==> src/verilog/psrc_pkg.sv <==
// ****************************************************************
// register map and field layout
// ****************************************************************
package psrc_pkg;

   localparam int psrc_addr_width = 4;
   localparam int psrc_data_width = 32;

   // offsets are placed by this block, byte addresses of aligned words
   localparam logic [3:0] highspeed_bus_peripheral_reset_offset = 4'h0;
   localparam logic [3:0] lowspeed_bus_peripheral_reset_offset = 4'h4;

   localparam logic [31:0] psrc_reset_value = 32'h0000_0000;

   // writable bit masks; every other position is reserved and reads zero
   localparam logic [31:0] highspeed_writable_mask = 32'h0078_7ebd;
   localparam logic [31:0] lowspeed_writable_mask = 32'h9afe_480f;

   // high-speed bus bit positions
   localparam int clock_calibrator_reset_bit = 22;
   localparam int timer_eleven_reset_bit = 21;
   localparam int timer_ten_reset_bit = 20;
   localparam int timer_nine_reset_bit = 19;
   localparam int serial_port_one_reset_bit = 14;
   localparam int timer_eight_reset_bit = 13;
   localparam int serial_periph_one_reset_bit = 12;
   localparam int timer_one_reset_bit = 11;
   localparam int converter_two_reset_bit = 10;
   localparam int converter_one_reset_bit = 9;
   localparam int port_f_reset_bit = 7;
   localparam int port_d_reset_bit = 5;
   localparam int port_c_reset_bit = 4;
   localparam int port_b_reset_bit = 3;
   localparam int port_a_reset_bit = 2;
   localparam int pin_multiplexer_reset_bit = 0;

   // low-speed bus bit positions
   localparam int controller_area_two_reset_bit = 31;
   localparam int power_control_reset_bit = 28;
   localparam int battery_registers_reset_bit = 27;
   localparam int controller_area_one_reset_bit = 25;
   localparam int usb_unit_reset_bit = 23;
   localparam int two_wire_two_reset_bit = 22;
   localparam int two_wire_one_reset_bit = 21;
   localparam int serial_port_five_reset_bit = 20;
   localparam int serial_port_four_reset_bit = 19;
   localparam int serial_port_three_reset_bit = 18;
   localparam int serial_port_two_reset_bit = 17;
   localparam int serial_periph_two_reset_bit = 14;
   localparam int window_watchdog_reset_bit = 11;
   localparam int timer_five_reset_bit = 3;
   localparam int timer_four_reset_bit = 2;
   localparam int timer_three_reset_bit = 1;
   localparam int timer_two_reset_bit = 0;

endpackage : psrc_pkg

==> src/verilog/psrc_top.sv <==
`timescale 1ns/100ps
// How it works
// - high bits 22..19: calibrator, timers 11,10,9
// - high bits 14..9: serial, timers, converters
// - high bits 7,5..2,0: ports, pin multiplexer
// - low bits 31,28,27,25,23: can, power, usb
// - low bits 22..17,14: two-wire, serial ports
// - low bits 11,3..0: watchdog, timers 5..2
// - assigned bits rw, zero at reset, 1 resets
// - no wait states; byte, half, word writes
module psrc_top
   import psrc_pkg::*;
(
   input wire logic ref_clk,
   input wire logic reset,
   input wire logic [psrc_addr_width-1:0] reg_addr,
   input wire logic [psrc_data_width-1:0] reg_wdata,
   input wire logic [3:0] reg_byte_en,
   input wire logic reg_write,
   input wire logic reg_read,
   output logic [psrc_data_width-1:0] reg_rdata,
   output logic [31:0] highspeed_periph_reset,
   output logic [31:0] lowspeed_periph_reset
);

   // ****************************************************************
   // registers
   // ****************************************************************
   logic [31:0] highspeed_bus_peripheral_reset;
   logic [31:0] lowspeed_bus_peripheral_reset;

   // merge enabled bytes, keep reserved positions at zero
   function automatic logic [31:0] psrc_merge(input logic [31:0] old_value, input logic [31:0] new_value,
                                              input logic [3:0] lanes, input logic [31:0] mask);
      logic [31:0] result;
      result = old_value;
      for (int i = 0; i < 4; i++)
      begin
         if (lanes[i])
         begin
            result[i*8 +: 8] = new_value[i*8 +: 8];
         end
      end
      return result & mask;
   endfunction : psrc_merge

   // address decoding shared by the write paths and the read mux
   function automatic logic psrc_hit(input logic [psrc_addr_width-1:0] address,
                                     input logic [psrc_addr_width-1:0] offset);
      return address == offset;
   endfunction : psrc_hit

   // ****************************************************************
   // writable masks, built from the named bit positions
   // ****************************************************************

   // one-hot word for a single bit position
   function automatic logic [31:0] psrc_bit(input int position);
      logic [31:0] result;
      result = '0;
      result[position] = 1'b1;
      return result;
   endfunction : psrc_bit

   // reserved positions never appear here, so they can never be set
   localparam logic [31:0] highspeed_built_mask = psrc_bit(clock_calibrator_reset_bit) |
                                                  psrc_bit(timer_eleven_reset_bit) |
                                                  psrc_bit(timer_ten_reset_bit) |
                                                  psrc_bit(timer_nine_reset_bit) |
                                                  psrc_bit(serial_port_one_reset_bit) |
                                                  psrc_bit(timer_eight_reset_bit) |
                                                  psrc_bit(serial_periph_one_reset_bit) |
                                                  psrc_bit(timer_one_reset_bit) |
                                                  psrc_bit(converter_two_reset_bit) |
                                                  psrc_bit(converter_one_reset_bit) |
                                                  psrc_bit(port_f_reset_bit) |
                                                  psrc_bit(port_d_reset_bit) |
                                                  psrc_bit(port_c_reset_bit) |
                                                  psrc_bit(port_b_reset_bit) |
                                                  psrc_bit(port_a_reset_bit) |
                                                  psrc_bit(pin_multiplexer_reset_bit);

   localparam logic [31:0] lowspeed_built_mask = psrc_bit(controller_area_two_reset_bit) |
                                                 psrc_bit(power_control_reset_bit) |
                                                 psrc_bit(battery_registers_reset_bit) |
                                                 psrc_bit(controller_area_one_reset_bit) |
                                                 psrc_bit(usb_unit_reset_bit) |
                                                 psrc_bit(two_wire_two_reset_bit) |
                                                 psrc_bit(two_wire_one_reset_bit) |
                                                 psrc_bit(serial_port_five_reset_bit) |
                                                 psrc_bit(serial_port_four_reset_bit) |
                                                 psrc_bit(serial_port_three_reset_bit) |
                                                 psrc_bit(serial_port_two_reset_bit) |
                                                 psrc_bit(serial_periph_two_reset_bit) |
                                                 psrc_bit(window_watchdog_reset_bit) |
                                                 psrc_bit(timer_five_reset_bit) |
                                                 psrc_bit(timer_four_reset_bit) |
                                                 psrc_bit(timer_three_reset_bit) |
                                                 psrc_bit(timer_two_reset_bit);

   always_ff @(posedge ref_clk)
   begin
      if (reset)
      begin
         highspeed_bus_peripheral_reset <= psrc_reset_value;
      end
      else if (reg_write && psrc_hit(reg_addr, highspeed_bus_peripheral_reset_offset))
      begin
         highspeed_bus_peripheral_reset <= psrc_merge(highspeed_bus_peripheral_reset, reg_wdata,
                                                      reg_byte_en, highspeed_built_mask);
      end
   end

   always_ff @(posedge ref_clk)
   begin
      if (reset)
      begin
         lowspeed_bus_peripheral_reset <= psrc_reset_value;
      end
      else if (reg_write && psrc_hit(reg_addr, lowspeed_bus_peripheral_reset_offset))
      begin
         lowspeed_bus_peripheral_reset <= psrc_merge(lowspeed_bus_peripheral_reset, reg_wdata,
                                                     reg_byte_en, lowspeed_built_mask);
      end
   end

   // ****************************************************************
   // read data, one cycle after the strobe; unmapped reads zero
   // ****************************************************************
   always_ff @(posedge ref_clk)
   begin
      if (reset)
      begin
         reg_rdata <= psrc_reset_value;
      end
      else if (reg_read && psrc_hit(reg_addr, highspeed_bus_peripheral_reset_offset))
      begin
         reg_rdata <= highspeed_bus_peripheral_reset;
      end
      else if (reg_read && psrc_hit(reg_addr, lowspeed_bus_peripheral_reset_offset))
      begin
         reg_rdata <= lowspeed_bus_peripheral_reset;
      end
      else
      begin
         reg_rdata <= psrc_reset_value;
      end
   end

   // ****************************************************************
   // per-peripheral reset levels, high while held in reset
   // ****************************************************************
   // calibrator and timers on the high-speed bus
   logic calibrator_held;
   logic timer_eleven_held;
   logic timer_ten_held;
   logic timer_nine_held;

   // serial, timers and converters on the high-speed bus
   logic serial_port_one_held;
   logic timer_eight_held;
   logic serial_periph_one_held;
   logic timer_one_held;
   logic converter_two_held;
   logic converter_one_held;

   // ports and pin multiplexer on the high-speed bus
   logic port_f_held;
   logic port_d_held;
   logic port_c_held;
   logic port_b_held;
   logic port_a_held;
   logic pin_multiplexer_held;

   // controller-area, power, battery and usb on the low-speed bus
   logic controller_area_two_held;
   logic power_control_held;
   logic battery_registers_held;
   logic controller_area_one_held;
   logic usb_unit_held;

   // two-wire and serial units on the low-speed bus
   logic two_wire_two_held;
   logic two_wire_one_held;
   logic serial_port_five_held;
   logic serial_port_four_held;
   logic serial_port_three_held;
   logic serial_port_two_held;
   logic serial_periph_two_held;

   // watchdog and timers on the low-speed bus
   logic window_watchdog_held;
   logic timer_five_held;
   logic timer_four_held;
   logic timer_three_held;
   logic timer_two_held;

   // ****************************************************************
   // taps from the register bits
   // ****************************************************************
   assign calibrator_held = highspeed_bus_peripheral_reset[clock_calibrator_reset_bit];
   assign timer_eleven_held = highspeed_bus_peripheral_reset[timer_eleven_reset_bit];
   assign timer_ten_held = highspeed_bus_peripheral_reset[timer_ten_reset_bit];
   assign timer_nine_held = highspeed_bus_peripheral_reset[timer_nine_reset_bit];

   assign serial_port_one_held = highspeed_bus_peripheral_reset[serial_port_one_reset_bit];
   assign timer_eight_held = highspeed_bus_peripheral_reset[timer_eight_reset_bit];
   assign serial_periph_one_held = highspeed_bus_peripheral_reset[serial_periph_one_reset_bit];
   assign timer_one_held = highspeed_bus_peripheral_reset[timer_one_reset_bit];
   assign converter_two_held = highspeed_bus_peripheral_reset[converter_two_reset_bit];
   assign converter_one_held = highspeed_bus_peripheral_reset[converter_one_reset_bit];

   assign port_f_held = highspeed_bus_peripheral_reset[port_f_reset_bit];
   assign port_d_held = highspeed_bus_peripheral_reset[port_d_reset_bit];
   assign port_c_held = highspeed_bus_peripheral_reset[port_c_reset_bit];
   assign port_b_held = highspeed_bus_peripheral_reset[port_b_reset_bit];
   assign port_a_held = highspeed_bus_peripheral_reset[port_a_reset_bit];
   assign pin_multiplexer_held = highspeed_bus_peripheral_reset[pin_multiplexer_reset_bit];

   assign controller_area_two_held = lowspeed_bus_peripheral_reset[controller_area_two_reset_bit];
   assign power_control_held = lowspeed_bus_peripheral_reset[power_control_reset_bit];
   assign battery_registers_held = lowspeed_bus_peripheral_reset[battery_registers_reset_bit];
   assign controller_area_one_held = lowspeed_bus_peripheral_reset[controller_area_one_reset_bit];
   assign usb_unit_held = lowspeed_bus_peripheral_reset[usb_unit_reset_bit];

   assign two_wire_two_held = lowspeed_bus_peripheral_reset[two_wire_two_reset_bit];
   assign two_wire_one_held = lowspeed_bus_peripheral_reset[two_wire_one_reset_bit];
   assign serial_port_five_held = lowspeed_bus_peripheral_reset[serial_port_five_reset_bit];
   assign serial_port_four_held = lowspeed_bus_peripheral_reset[serial_port_four_reset_bit];
   assign serial_port_three_held = lowspeed_bus_peripheral_reset[serial_port_three_reset_bit];
   assign serial_port_two_held = lowspeed_bus_peripheral_reset[serial_port_two_reset_bit];
   assign serial_periph_two_held = lowspeed_bus_peripheral_reset[serial_periph_two_reset_bit];

   assign window_watchdog_held = lowspeed_bus_peripheral_reset[window_watchdog_reset_bit];
   assign timer_five_held = lowspeed_bus_peripheral_reset[timer_five_reset_bit];
   assign timer_four_held = lowspeed_bus_peripheral_reset[timer_four_reset_bit];
   assign timer_three_held = lowspeed_bus_peripheral_reset[timer_three_reset_bit];
   assign timer_two_held = lowspeed_bus_peripheral_reset[timer_two_reset_bit];

   // ****************************************************************
   // peripheral reset outputs, one per bit, active high
   // ****************************************************************
   // reserved positions stay low on the outputs whatever the register holds
   always_comb
   begin
      highspeed_periph_reset = psrc_reset_value;
      // calibrator and timers
      highspeed_periph_reset[clock_calibrator_reset_bit] = calibrator_held;
      highspeed_periph_reset[timer_eleven_reset_bit] = timer_eleven_held;
      highspeed_periph_reset[timer_ten_reset_bit] = timer_ten_held;
      highspeed_periph_reset[timer_nine_reset_bit] = timer_nine_held;

      // serial, timers and converters
      highspeed_periph_reset[serial_port_one_reset_bit] = serial_port_one_held;
      highspeed_periph_reset[timer_eight_reset_bit] = timer_eight_held;
      highspeed_periph_reset[serial_periph_one_reset_bit] = serial_periph_one_held;
      highspeed_periph_reset[timer_one_reset_bit] = timer_one_held;
      highspeed_periph_reset[converter_two_reset_bit] = converter_two_held;
      highspeed_periph_reset[converter_one_reset_bit] = converter_one_held;

      // ports and pin multiplexer
      highspeed_periph_reset[port_f_reset_bit] = port_f_held;
      highspeed_periph_reset[port_d_reset_bit] = port_d_held;
      highspeed_periph_reset[port_c_reset_bit] = port_c_held;
      highspeed_periph_reset[port_b_reset_bit] = port_b_held;
      highspeed_periph_reset[port_a_reset_bit] = port_a_held;
      highspeed_periph_reset[pin_multiplexer_reset_bit] = pin_multiplexer_held;
   end

   always_comb
   begin
      lowspeed_periph_reset = psrc_reset_value;
      // controller-area, power, battery and usb
      lowspeed_periph_reset[controller_area_two_reset_bit] = controller_area_two_held;
      lowspeed_periph_reset[power_control_reset_bit] = power_control_held;
      lowspeed_periph_reset[battery_registers_reset_bit] = battery_registers_held;
      lowspeed_periph_reset[controller_area_one_reset_bit] = controller_area_one_held;
      lowspeed_periph_reset[usb_unit_reset_bit] = usb_unit_held;

      // two-wire and serial units
      lowspeed_periph_reset[two_wire_two_reset_bit] = two_wire_two_held;
      lowspeed_periph_reset[two_wire_one_reset_bit] = two_wire_one_held;
      lowspeed_periph_reset[serial_port_five_reset_bit] = serial_port_five_held;
      lowspeed_periph_reset[serial_port_four_reset_bit] = serial_port_four_held;
      lowspeed_periph_reset[serial_port_three_reset_bit] = serial_port_three_held;
      lowspeed_periph_reset[serial_port_two_reset_bit] = serial_port_two_held;
      lowspeed_periph_reset[serial_periph_two_reset_bit] = serial_periph_two_held;

      // watchdog and timers
      lowspeed_periph_reset[window_watchdog_reset_bit] = window_watchdog_held;
      lowspeed_periph_reset[timer_five_reset_bit] = timer_five_held;
      lowspeed_periph_reset[timer_four_reset_bit] = timer_four_held;
      lowspeed_periph_reset[timer_three_reset_bit] = timer_three_held;
      lowspeed_periph_reset[timer_two_reset_bit] = timer_two_held;
   end

endmodule : psrc_top

==> config.mk <==
export PLATFORM = sky130hd
export DESIGN_NAME = psrc_top
export DESIGN_NICKNAME = d
export VERILOG_FILES = /design/src/verilog/psrc_pkg.sv /design/src/verilog/psrc_top.sv
export SDC_FILE = /design/constraint.sdc
export NUM_CORES = 1
export LEC_CHECK = 0
export ABC_AREA = 1
export ABC_CLOCK_PERIOD_IN_PS = 1020
export BUFFER_PORTS_ARGS = -buffer_cell sky130_fd_sc_hd__buf_2
export CAP_MARGIN = 20
export CORE_ASPECT_RATIO = 0.6
export CORE_MARGIN = 2
export CORE_UTILIZATION = 30
export CTS_BUF_LIST = sky130_fd_sc_hd__clkbuf_4
export DETAILED_ROUTE_END_ITERATION = 8
export PLACE_DENSITY = 0.68
export SKIP_LAST_GASP = 1
export SLEW_MARGIN = 20
export SYNTH_ARGS = -nofsm -noshare
export SYNTH_HDL_FRONTEND = slang
export SYNTH_SLANG_ARGS = --single-unit
==> constraint.sdc <==
create_clock -name ref_clk -period 1.02 [get_ports ref_clk]
set_clock_uncertainty 0.05 [all_clocks]
set_input_delay 0.204 -clock ref_clk [delete_from_list [all_inputs] [get_ports ref_clk]]
set_output_delay 0.204 -clock ref_clk [all_outputs]
set_load 0.01 [all_outputs]
======== Yosys cells after proc, flatten, opt, wreduce, memory -nomap -nowiden ========
Cells that the tools add are included.
storage, ports and cells
  bits in registers ....................... 65
  input port bits ......................... 44
  output and inout bits ................... 96
  word-level logic and storage cells ...... 28
operators by class
  equal/unequal tests ..................... 1
  muxes and demuxes ....................... 2
  bitwise logic cells ..................... 1
  reduce and logical (&&, ||, !) cells .... 14
operators with widths
  kind                count
  $mux 23             2
  $reduce_and 2->1    7
  $eq 4x3->1 const B  1
  $logic_and 1x1->1   4
  $logic_not 4->1     1
  $reduce_or 3->1     1
  $reduce_or 2->1     1
  $not 1->1           1

======== Longest topological paths before layout ========
Gate-level depths: netlist (run 1).
  depth in word-level cells ............... 4
  depth in mapped cells ................... 7
  gate-level depth less buffers ........... 6

======== Least setup slack after synthesis (run 1) ========
No wires, ideal clock.
  path kind ............................... input -> register
  start ................................... input port reg_addr[1]
  end ..................................... register highspeed_bus_peripheral_reset[0]
  library setup time ...................... 0.113 ns
  data arrival time ....................... 0.891 ns
  data required time ...................... 0.857 ns
  slack ................................... -0.034 ns
  stages .................................. 5
  buffers on the path ..................... 1
  cells stage by stage .................... nor2_4 > nand4_1 > buf_6 > nor2_1 > nor2_1
between the ends
  longest elaborated chain between the ends .. 3
RTL lines
  element                     RTL line         RTL
  from (decl)                 psrc_top.sv:16   input wire logic [psrc_addr_width-1:0] reg_addr,
  $logic_not 4->1             psrc_top.sv:50   return address == offset;
  $logic_and 1x1->1           psrc_top.sv:107  else if (reg_write && psrc_hit(reg_addr, highspeed_bus_peripheral_reset_offset))
  $reduce_and 2->1 (no line)  n/a
  to (signal assigned)        psrc_top.sv:105  highspeed_bus_peripheral_reset <= psrc_reset_value;
  to (signal assigned)        psrc_top.sv:109  highspeed_bus_peripheral_reset <= psrc_merge(highspeed_bus_peripheral_reset, reg_wdata,
  to (decl)                   psrc_top.sv:29   logic [31:0] highspeed_bus_peripheral_reset;
No other way between the ends.
A chain may end at the register's enable or synchronous reset.

======== Worst setup path after layout (run 1) ========
  start ................................... register lowspeed_bus_peripheral_reset[25]
  end ..................................... output port lowspeed_periph_reset[25]
RTL lines
  element                 RTL line         RTL
  from (decl)             psrc_top.sv:30   logic [31:0] lowspeed_bus_peripheral_reset;
  from (signal assigned)  psrc_top.sv:118  lowspeed_bus_peripheral_reset <= psrc_reset_value;
  from (signal assigned)  psrc_top.sv:122  lowspeed_bus_peripheral_reset <= psrc_merge(lowspeed_bus_peripheral_reset, reg_wdata,
  to (decl)               psrc_top.sv:23   output logic [31:0] lowspeed_periph_reset
No word-level cell between the ends.

==> results of run 1 <==
-- through the flow --
stage               setup WS (ps)  setup TNS, ps  power, mW  hold slack (ps)
floorplan                  -31.72         -353.5      2.579            269.8
finish                     -89.38          -3926      4.459            171.2
global placement           -247.1          -9972      2.620            359.1
global route               -166.8          -7560      4.665            177.7
detailed placement         -260.3         -11060      2.623            371.2
CTS                        -152.5          -7236      4.552            130.9
-- final cells by class --
type	instances	share of cell area [%]
multi-input cells	218	24.45
well taps	108	3.573
repair buffers	148	32.82
inverters	36	3.573
diodes	1	0.06616
clock inverters	5	1.886
clock buffers	10	1.985
flip-flops and latches	57	31.66
-- worst register-to-register path, cell delays in order (launching register included) --
cell and delay [ps]:
dfxtp_2 340, buf_4 130, inv_1 50, nand2_1 60, nand2_1 70, nor2_1 40
-- final timing paths --
kind                                     startpoint                                 to  slack, ps  cells after the start
setup / recovery  lowspeed_bus_peripheral_reset[25]          lowspeed_periph_reset[25]        -90                      1
hold / removal                             reg_read                      reg_rdata[22]        170                      5
setup reg to reg  lowspeed_bus_peripheral_reset[19]  lowspeed_bus_peripheral_reset[19]        190                      5
hold reg to reg   lowspeed_bus_peripheral_reset[17]                      reg_rdata[17]        410                      2
-- cells in the final DEF (no fill, tap or decap) --
cell	netlist	final
nor2_1	81	81
nand2_1	66	66
buf_2	5	46
buf_6	1	46
dfxtp_2	0	45
conb_1	1	39
inv_1	35	35
buf_4	39	31
dlygate4sd3_1	0	24
dfxtp_1	57	12
clkbuf_4	0	10
nand3_1	9	9
o21ai_0	6	6
clkinv_1	1	4
nand4_1	4	4
nor2_4	3	3
nand4_2	3	3
o21ai_1	3	3
nand2_2	2	2
bufinv_16	0	2
diode_2	0	1
nand4_4	1	1
nor2_2	1	1
buf_12	0	1
-- power breakdown --
group	internal (mW)	total [mW]	leakage (nW)	switching, mW
clock network	0.986	1.78	0.0790	0.791
registers	2.24	2.26	0.482	0.0130
logic	0.200	0.426	1.41	0.226
-- routing by layer --
metal / vias up / wire length (um) / global-route usage, %
li1: 1179 / - / -
met1: 1018 / 2608 / 16.26
met2: 69 / 3106 / 25.08
met3: 11 / 498 / 7.453
met4: 0 / 106 / 5.359
met5: - / 0 / 0
-- repair_timing --
item / CTS / global route
cloned: 0 / 0
setup buffers: 8 / 5
endpoints found under the hold margin: 33 / 0
gates resized for setup: 74 / 18
hold buffers: 24 / 0
endpoints found under the setup margin: 57 / 57
-- sequential cells by signal, summed over array words and instances (netlist names) --
signal                          count
reg_rdata                          24
lowspeed_bus_peripheral_reset      17
highspeed_bus_peripheral_reset     16
-- logic make-up after synthesis --
| family | count (synthesis) | share of synthesized area [%] |
|---|---|---|
| flops | 57 | 47.45 |
| buf+inv | 83 | 20.03 |
| simple gates | 170 | 30.49 |
| other cells | 1 | 0.1559 |
| compound gates | 9 | 1.873 |
==> results.cfg, run 1 <==
[synth]
synth_area_leaders = dfxtp_1 (47%), nor2_1 (13%), buf_4 (12%)
yosysWarnings = 0
syn_area_sq_um = 2405
avgSynthCellArea_sq_um = 7.515
synth.top_cells.by_count = nor2_1 (81), nand2_1 (66), dfxtp_1 (57)
synth_top_area_cell = dfxtp_1
synth.distinct_cells = 20
seq_area_frac_synth_pct = 47.45
syn_inst = 320
synthFlopType = dfxtp_1
async_flop_share_pct = 0
synth_most_common_cell = nor2_1
synth_seq_cells = 57
synth_edf_count = 0
synth_top_cell_area_share_pct = 47.45

[drt]
viasPerCell = 3.906
drtIter0Drc = 67
drtPass1Iterations = 4
wl_per_cell_um = 10.84
vias = 2277
drt-total-wl_mm = 6.319
ant_nets = 0
drc = 0

[setup_path]
crit_type = register to output port
cp_cell_sequence = buf_6
crit_required_ps = 770
critPathMaxStageDelay_ps = 340
crit_fanout = 2
worstPathArrival_ps = 860
cpLargestDelayFamily = flip-flops
startpoint_type = register
crit_slowest_cell = dfxtp_2
cp-end-kind = output port
crit_buf_inv = 1

[placed_design]
dp_cells = 530
place_hpwl_mm = 4.408
place_congestion = 0.7469
dpl_cell_area_sq_um = 2952
portBuffers = 92

[finish]
finalNetCount = 514
stdcell_area_sq_um = 3782
regArea_sq_um = 1197
area_delta_synth_final_pct = 57.28
layout-drive-gt1-share_pct = 40.30
final_cell_count_no_fill = 583
multiInputGateArea_sq_um = 924.6
utilization_pct = 48.37
fill_cells = 754

[outcome]
violations = negative setup slack
status = finished with violations

[min_path]
hold_path.class = primary input to register

[die]
dieArea_sq_um = 8772
start_util_pct = 30.75
die_x_um = 119.6
die_h_um = 73.35
core-area_sq_um = 7820
ios = 140
placementRows = 25

[clock_tree]
htreeDepth = 3
cts-root-buf = clkbuf_4
numCtsBuffers = 9
cts.sinks = 57
clk_latency_ps = 400
cts.clk_slew.worst_paths_ps = 100
cts_tree = yes
clk_path_buf_depth = 2

[pwr]
p_per_area_nw_per_um2 = 1179
ir_drop_uv = 721.8
leakagePower_nw = 1.970

[timing]
setup_violations = 57
worst_slack_ps = -89.38
finalCritPeriodShare_pct = 108.8
fmax_mhz = 901.4
rsz0062_at_grt = yes
drv_slew = 0
hold_viol_final = 0
period_needed_ps = 1109

[grt]
overflow = 0
grt_pass1_wl_mm = 9.811
antenna_found_initial = 1
grt_max_degree = 22
grt.total_usage_pct = 14.80
grt_pass1_vias = 2116

[run]
cap_viol_max_count = 0
Power figures use the tool's default switching activity.
==> run 2, diff against run 1 <==
Settings changed: CORE_ASPECT_RATIO 0.6 to 1.4.
==> results.cfg, run 2 (synthesized netlist as in run 1, its figures left out) <==
[die]
start_util_pct = 31.03
placementRows = 38
core-area_sq_um = 7750
die_x_um = 79.67
ios = 140
dieArea_sq_um = 8759
die_h_um = 109.9

[finish]
layout-drive-gt1-share_pct = 38.68
multiInputGateArea_sq_um = 924.6
utilization_pct = 46.71
final_cell_count_no_fill = 568
stdcell_area_sq_um = 3620
final_cell_mix = nor2_1 (81), nand2_1 (66), buf_2 (52), dfxtp_2 (40), buf_6 (40)
fill_cells = 767
top_regs = reg_rdata x24, lowspeed_bus_peripheral_reset x17, highspeed_bus_peripheral_reset x16
antenna_cells = 0
area_delta_synth_final_pct = 50.52
regMostFlops = reg_rdata
regArea_sq_um = 1191
mostFrequentLayoutCell = nor2_1
largest_register_ffs = 24
finalNetCount = 507

[clock_tree]
cts.sinks = 57
numCtsBuffers = 9
clk_latency_ps = 410
cts-root-buf = clkbuf_4
clk_path_buf_depth = 2
cts.clk_slew.worst_paths_ps = 90
cts_tree = yes
htreeDepth = 3

[placed_design]
dpl_cell_area_sq_um = 2907
pre_cts_slack_ps = -296.8
place_congestion = 0.7683
dp_cells = 519
portBuffers = 92
place_hpwl_mm = 4.422

[pwr]
internal-power_mw = 2.960
ir_drop_uv = 561.8
leakagePower_nw = 1.907
power_frac_comb_pct = 10.4
netSwitchingPower_mw = 1.045
power_frac_seq_pct = 56.3
p_sw_share_pct = 26.10
p_clk_share_pct = 33.3
p_per_area_nw_per_um2 = 1106

[grt]
grt_pass1_wl_mm = 10.01
antenna_found_initial = 0
grt.total_usage_pct = 15.31
grt_max_degree = 21
overflow = 0
grt_pass1_vias = 2222

[setup_path]
crit_type = register to output port
cp-end-kind = output port
crit_slowest_cell = dfxtp_2
crit_buf_inv = 1
cp_cell_sequence = buf_6
critPathMaxStageDelay_ps = 360
crit_cells = 1
startpoint_type = register
worstPathArrival_ps = 880
cpLargestDelayFamily = flip-flops
rr_worst_depth = 5
crit_required_ps = 770
crit_fanout = 3

[timing]
finalCritPeriodShare_pct = 111.5
setup_violations = 57
rsz0062_at_grt = yes
hold_slack_ps = 171.4
worst_slack_ps = -117.2
fmax_mhz = 879.4
drv_slew = 0
period_needed_ps = 1137
hold_viol_final = 0

[drt]
wl_per_cell_um = 11.31
ant_nets = 0
drtPass1Iterations = 4
drtIter0Drc = 76
drt-total-wl_mm = 6.425
drc = 0
viasPerCell = 4.077
vias = 2316

[min_path]
hold_path.class = primary input to register
min_path_cells = 5

[outcome]
violations = negative setup slack
status = finished with violations

[run]
cap_viol_max_count = 0
==> run 2: changes by cell type in the layout (fill, tap and decap cells not counted), sizes merged <==
cell    change
diode       -1
clkbuf      +1
bufinv      -2
buf         -7
clkinv      +2
==> run 2: path summary, 6_finish.rpt <==
path | startpoint | slack [ps] | end
max reg2reg | lowspeed_bus_peripheral_reset[19] | 190 | lowspeed_bus_peripheral_reset[19]
max | lowspeed_bus_peripheral_reset[22] | -120 | lowspeed_periph_reset[22]
min reg2reg | lowspeed_bus_peripheral_reset[17] | 420 | reg_rdata[17]
min | reg_read | 170 | reg_rdata[14]
==> run 2: power groups by stage <==
stage,registers [mW],logic [mW],clock network [mW]
CTS,2.26,0.410,1.41
finish,2.26,0.415,1.33
global placement,2.30,0.310,0
detailed placement,2.30,0.315,0
global route,2.26,0.456,1.50
floorplan,2.31,0.269,0
==> run 2: area by class of cell <==
cell class                      instances  share of cell area (%)
Clock buffer                           11                   2.281
Clock inverter                          5                  0.6222
Sequential cell                        57                   32.91
Inverter                               36                   3.733
Tap cell                              100                   3.457
Timing Repair Buffer                  141                   31.46
Multi-Input combinational cell        218                   25.54
==> run 2: repair_timing <==
item                       in CTS  in global routing
resized for setup              71                  9
setup endpoints to repair      57                 57
hold buffers                   24                  0
setup buffers                   7                  2
hold endpoints to repair       33                  0
==> run 2: per-layer routing <==
metal	wire length (um)	track usage (%)	up-vias
met5	0	0	-
met4	187	9.729	0
li1	-	-	1168
met1	2623	16.66	1032
met3	475	4.351	13
met2	3139	25.93	103
==> run 2: through the flow <==
| step | setup TNS, ps | power, mW |
|---|---|---|
| detailed placement | -11060 | 2.618 |
| CTS | -7135 | 4.072 |
| floorplan | -353.5 | 2.579 |
| global route | -7620 | 4.215 |
| finish | -4966 | 4.005 |
| global placement | -9394 | 2.613 |
==> run 3, diff against run 2 <==
Settings changed: MAX_ROUTING_LAYER set to met4, TNS_END_PERCENT set to 5.
==> results.cfg, run 3 (synthesized netlist as in run 1, its figures left out) <==
[die]
ios = 140
start_util_pct = 31.03
die_x_um = 79.67
dieArea_sq_um = 8759
placementRows = 38
core-area_sq_um = 7750
die_h_um = 109.9

[pwr]
p_clk_share_pct = 37.4
power_frac_seq_pct = 53.3
ir_drop_uv = 515.8
power_frac_comb_pct = 9.2
p_per_area_nw_per_um2 = 1250
leakagePower_nw = 1.875
p_sw_share_pct = 24.51
internal-power_mw = 3.188
power_mw = 4.223
netSwitchingPower_mw = 1.035

[grt]
grt_pass1_vias = 2092
gr-usage-met2_pct = 24.61
met3_usage_pct = 4.516
grt_pass1_wl_mm = 9.321
use_met1_pct = 14.86
overflow = 0
grt.total_usage_pct = 14.68
antenna_found_initial = 2
grt_max_degree = 17
busiest_layer = met2

[finish]
top_regs = reg_rdata x24, lowspeed_bus_peripheral_reset x17, highspeed_bus_peripheral_reset x16
largest_register_ffs = 24
regMostFlops = reg_rdata
layout-drive-gt1-share_pct = 33.55
area_delta_synth_final_pct = 40.53
final_cell_mix = buf_2 (86), nor2_1 (81), nand2_1 (66), conb_1 (39), dfxtp_1 (36)
final_cell_count_no_fill = 564
mostFrequentLayoutCell = buf_2
finalNetCount = 501

[min_path]
min_path_cells = 4
hold_start = reg_read
hold_path.class = primary input to register

[setup_path]
startpoint_type = register
crit_required_ps = 770
rr_worst_depth = 5
worstPathArrival_ps = 880
crit_buf_inv = 1
cp_cell_sequence = buf_6
crit_fanout = 3
r2r_setup_slack_ps = 200
startpoint = lowspeed_bus_peripheral_reset[20]
cp-end-kind = output port
crit_type = register to output port
r2r_start = lowspeed_bus_peripheral_reset[1]
crit_slowest_cell = dfxtp_2
critPathMaxStageDelay_ps = 370
crit_cells = 1
cpLargestDelayFamily = flip-flops

[clock_tree]
clk_path_buf_depth = 2
cts.clk_slew.worst_paths_ps = 90
cts-root-buf = clkbuf_4
clk_latency_ps = 410
cts.sinks = 57
numCtsBuffers = 9
cts_tree = yes
htreeDepth = 3

[timing]
worst_slack_ps = -118.8
hold_slack_ps = 170.1
setup_violations = 57
finalCritPeriodShare_pct = 111.6
period_needed_ps = 1139
hold_viol_final = 0
fmax_mhz = 878.1
drv_slew = 0
rsz0062_at_grt = yes
setup_tns_ps = -5243

[drt]
ant_nets = 0
drtPass1Iterations = 4
wl_per_cell_um = 10.57
viasPerCell = 4.044
drt-total-wl_mm = 5.963
drtIter0Drc = 85
vias = 2281
drc = 0

[outcome]
status = finished with violations
violations = negative setup slack

[placed_design]
place_congestion = 0.7004
portBuffers = 92
place_hpwl_mm = 4.179
dp_cells = 516

[run]
cap_viol_max_count = 0
==> run 3: cell types whose count changed in the layout (fill, tap and decap cells not counted), moves of 7 or more <==
cell	change
buf_2	+34
dfxtp_2	-19
dfxtp_1	+19
buf_6	-34
buf_4	-7
==> run 3: cell type report <==
class | count | area [sq um]
diodes | 2 | 5.005
well taps | 100 | 125.1
multi-input cells | 218 | 924.6
clock buffers | 11 | 82.58
repair buffers | 135 | 893.4
inverters | 36 | 135.1
clock inverters | 5 | 46.29
flip-flops and latches | 57 | 1167
fillers | 807 | 4370
==> run 3: final timing paths <==
kind,end
min reg2reg,reg_rdata[5]
min,reg_rdata[20]
max reg2reg,lowspeed_bus_peripheral_reset[1]
max,lowspeed_periph_reset[20]
==> run 3: power groups by stage <==
stage                     Clock, mW  Sequential (mW)  Combinational, mW
after floorplan                   0             2.31              0.268
after global placement            0             2.30              0.305
after detailed placement          0             2.30              0.308
after CTS                      1.64             2.25              0.385
after global routing           1.75             2.26              0.432
final                          1.58             2.25              0.391
==> run 3: metrics by stage <==
step / cell area, sq um / util, % / worst slack, ps
after floorplan: 2547 / - / -32.02
after global placement: 2897 / 37.37 / -178.1
after detailed placement: 2897 / 37.37 / -202.0
after CTS: 3341 / 43.11 / -141.4
after global routing: 3379 / 43.61 / -169.7
final: 3379 / 43.61 / -118.8
==> run 3: metal layers <==
metal	vias up	routed length, um	part of all wire (%)
met5	-	0	0
met3	13	476	8.0
met2	88	2953	50
met4	0	179	3.0
met1	1021	2353	39
li1	1159	-	-
==> run 3: what timing repair did <==
action / CTS / global route
resized for setup: 20 / 8
endpoints found under the setup margin: 57 / 57
hold buffers: 24 / 0
hold endpoints to repair: 32 / 0
pin swaps: 0 / 0
setup buffers: 4 / 2
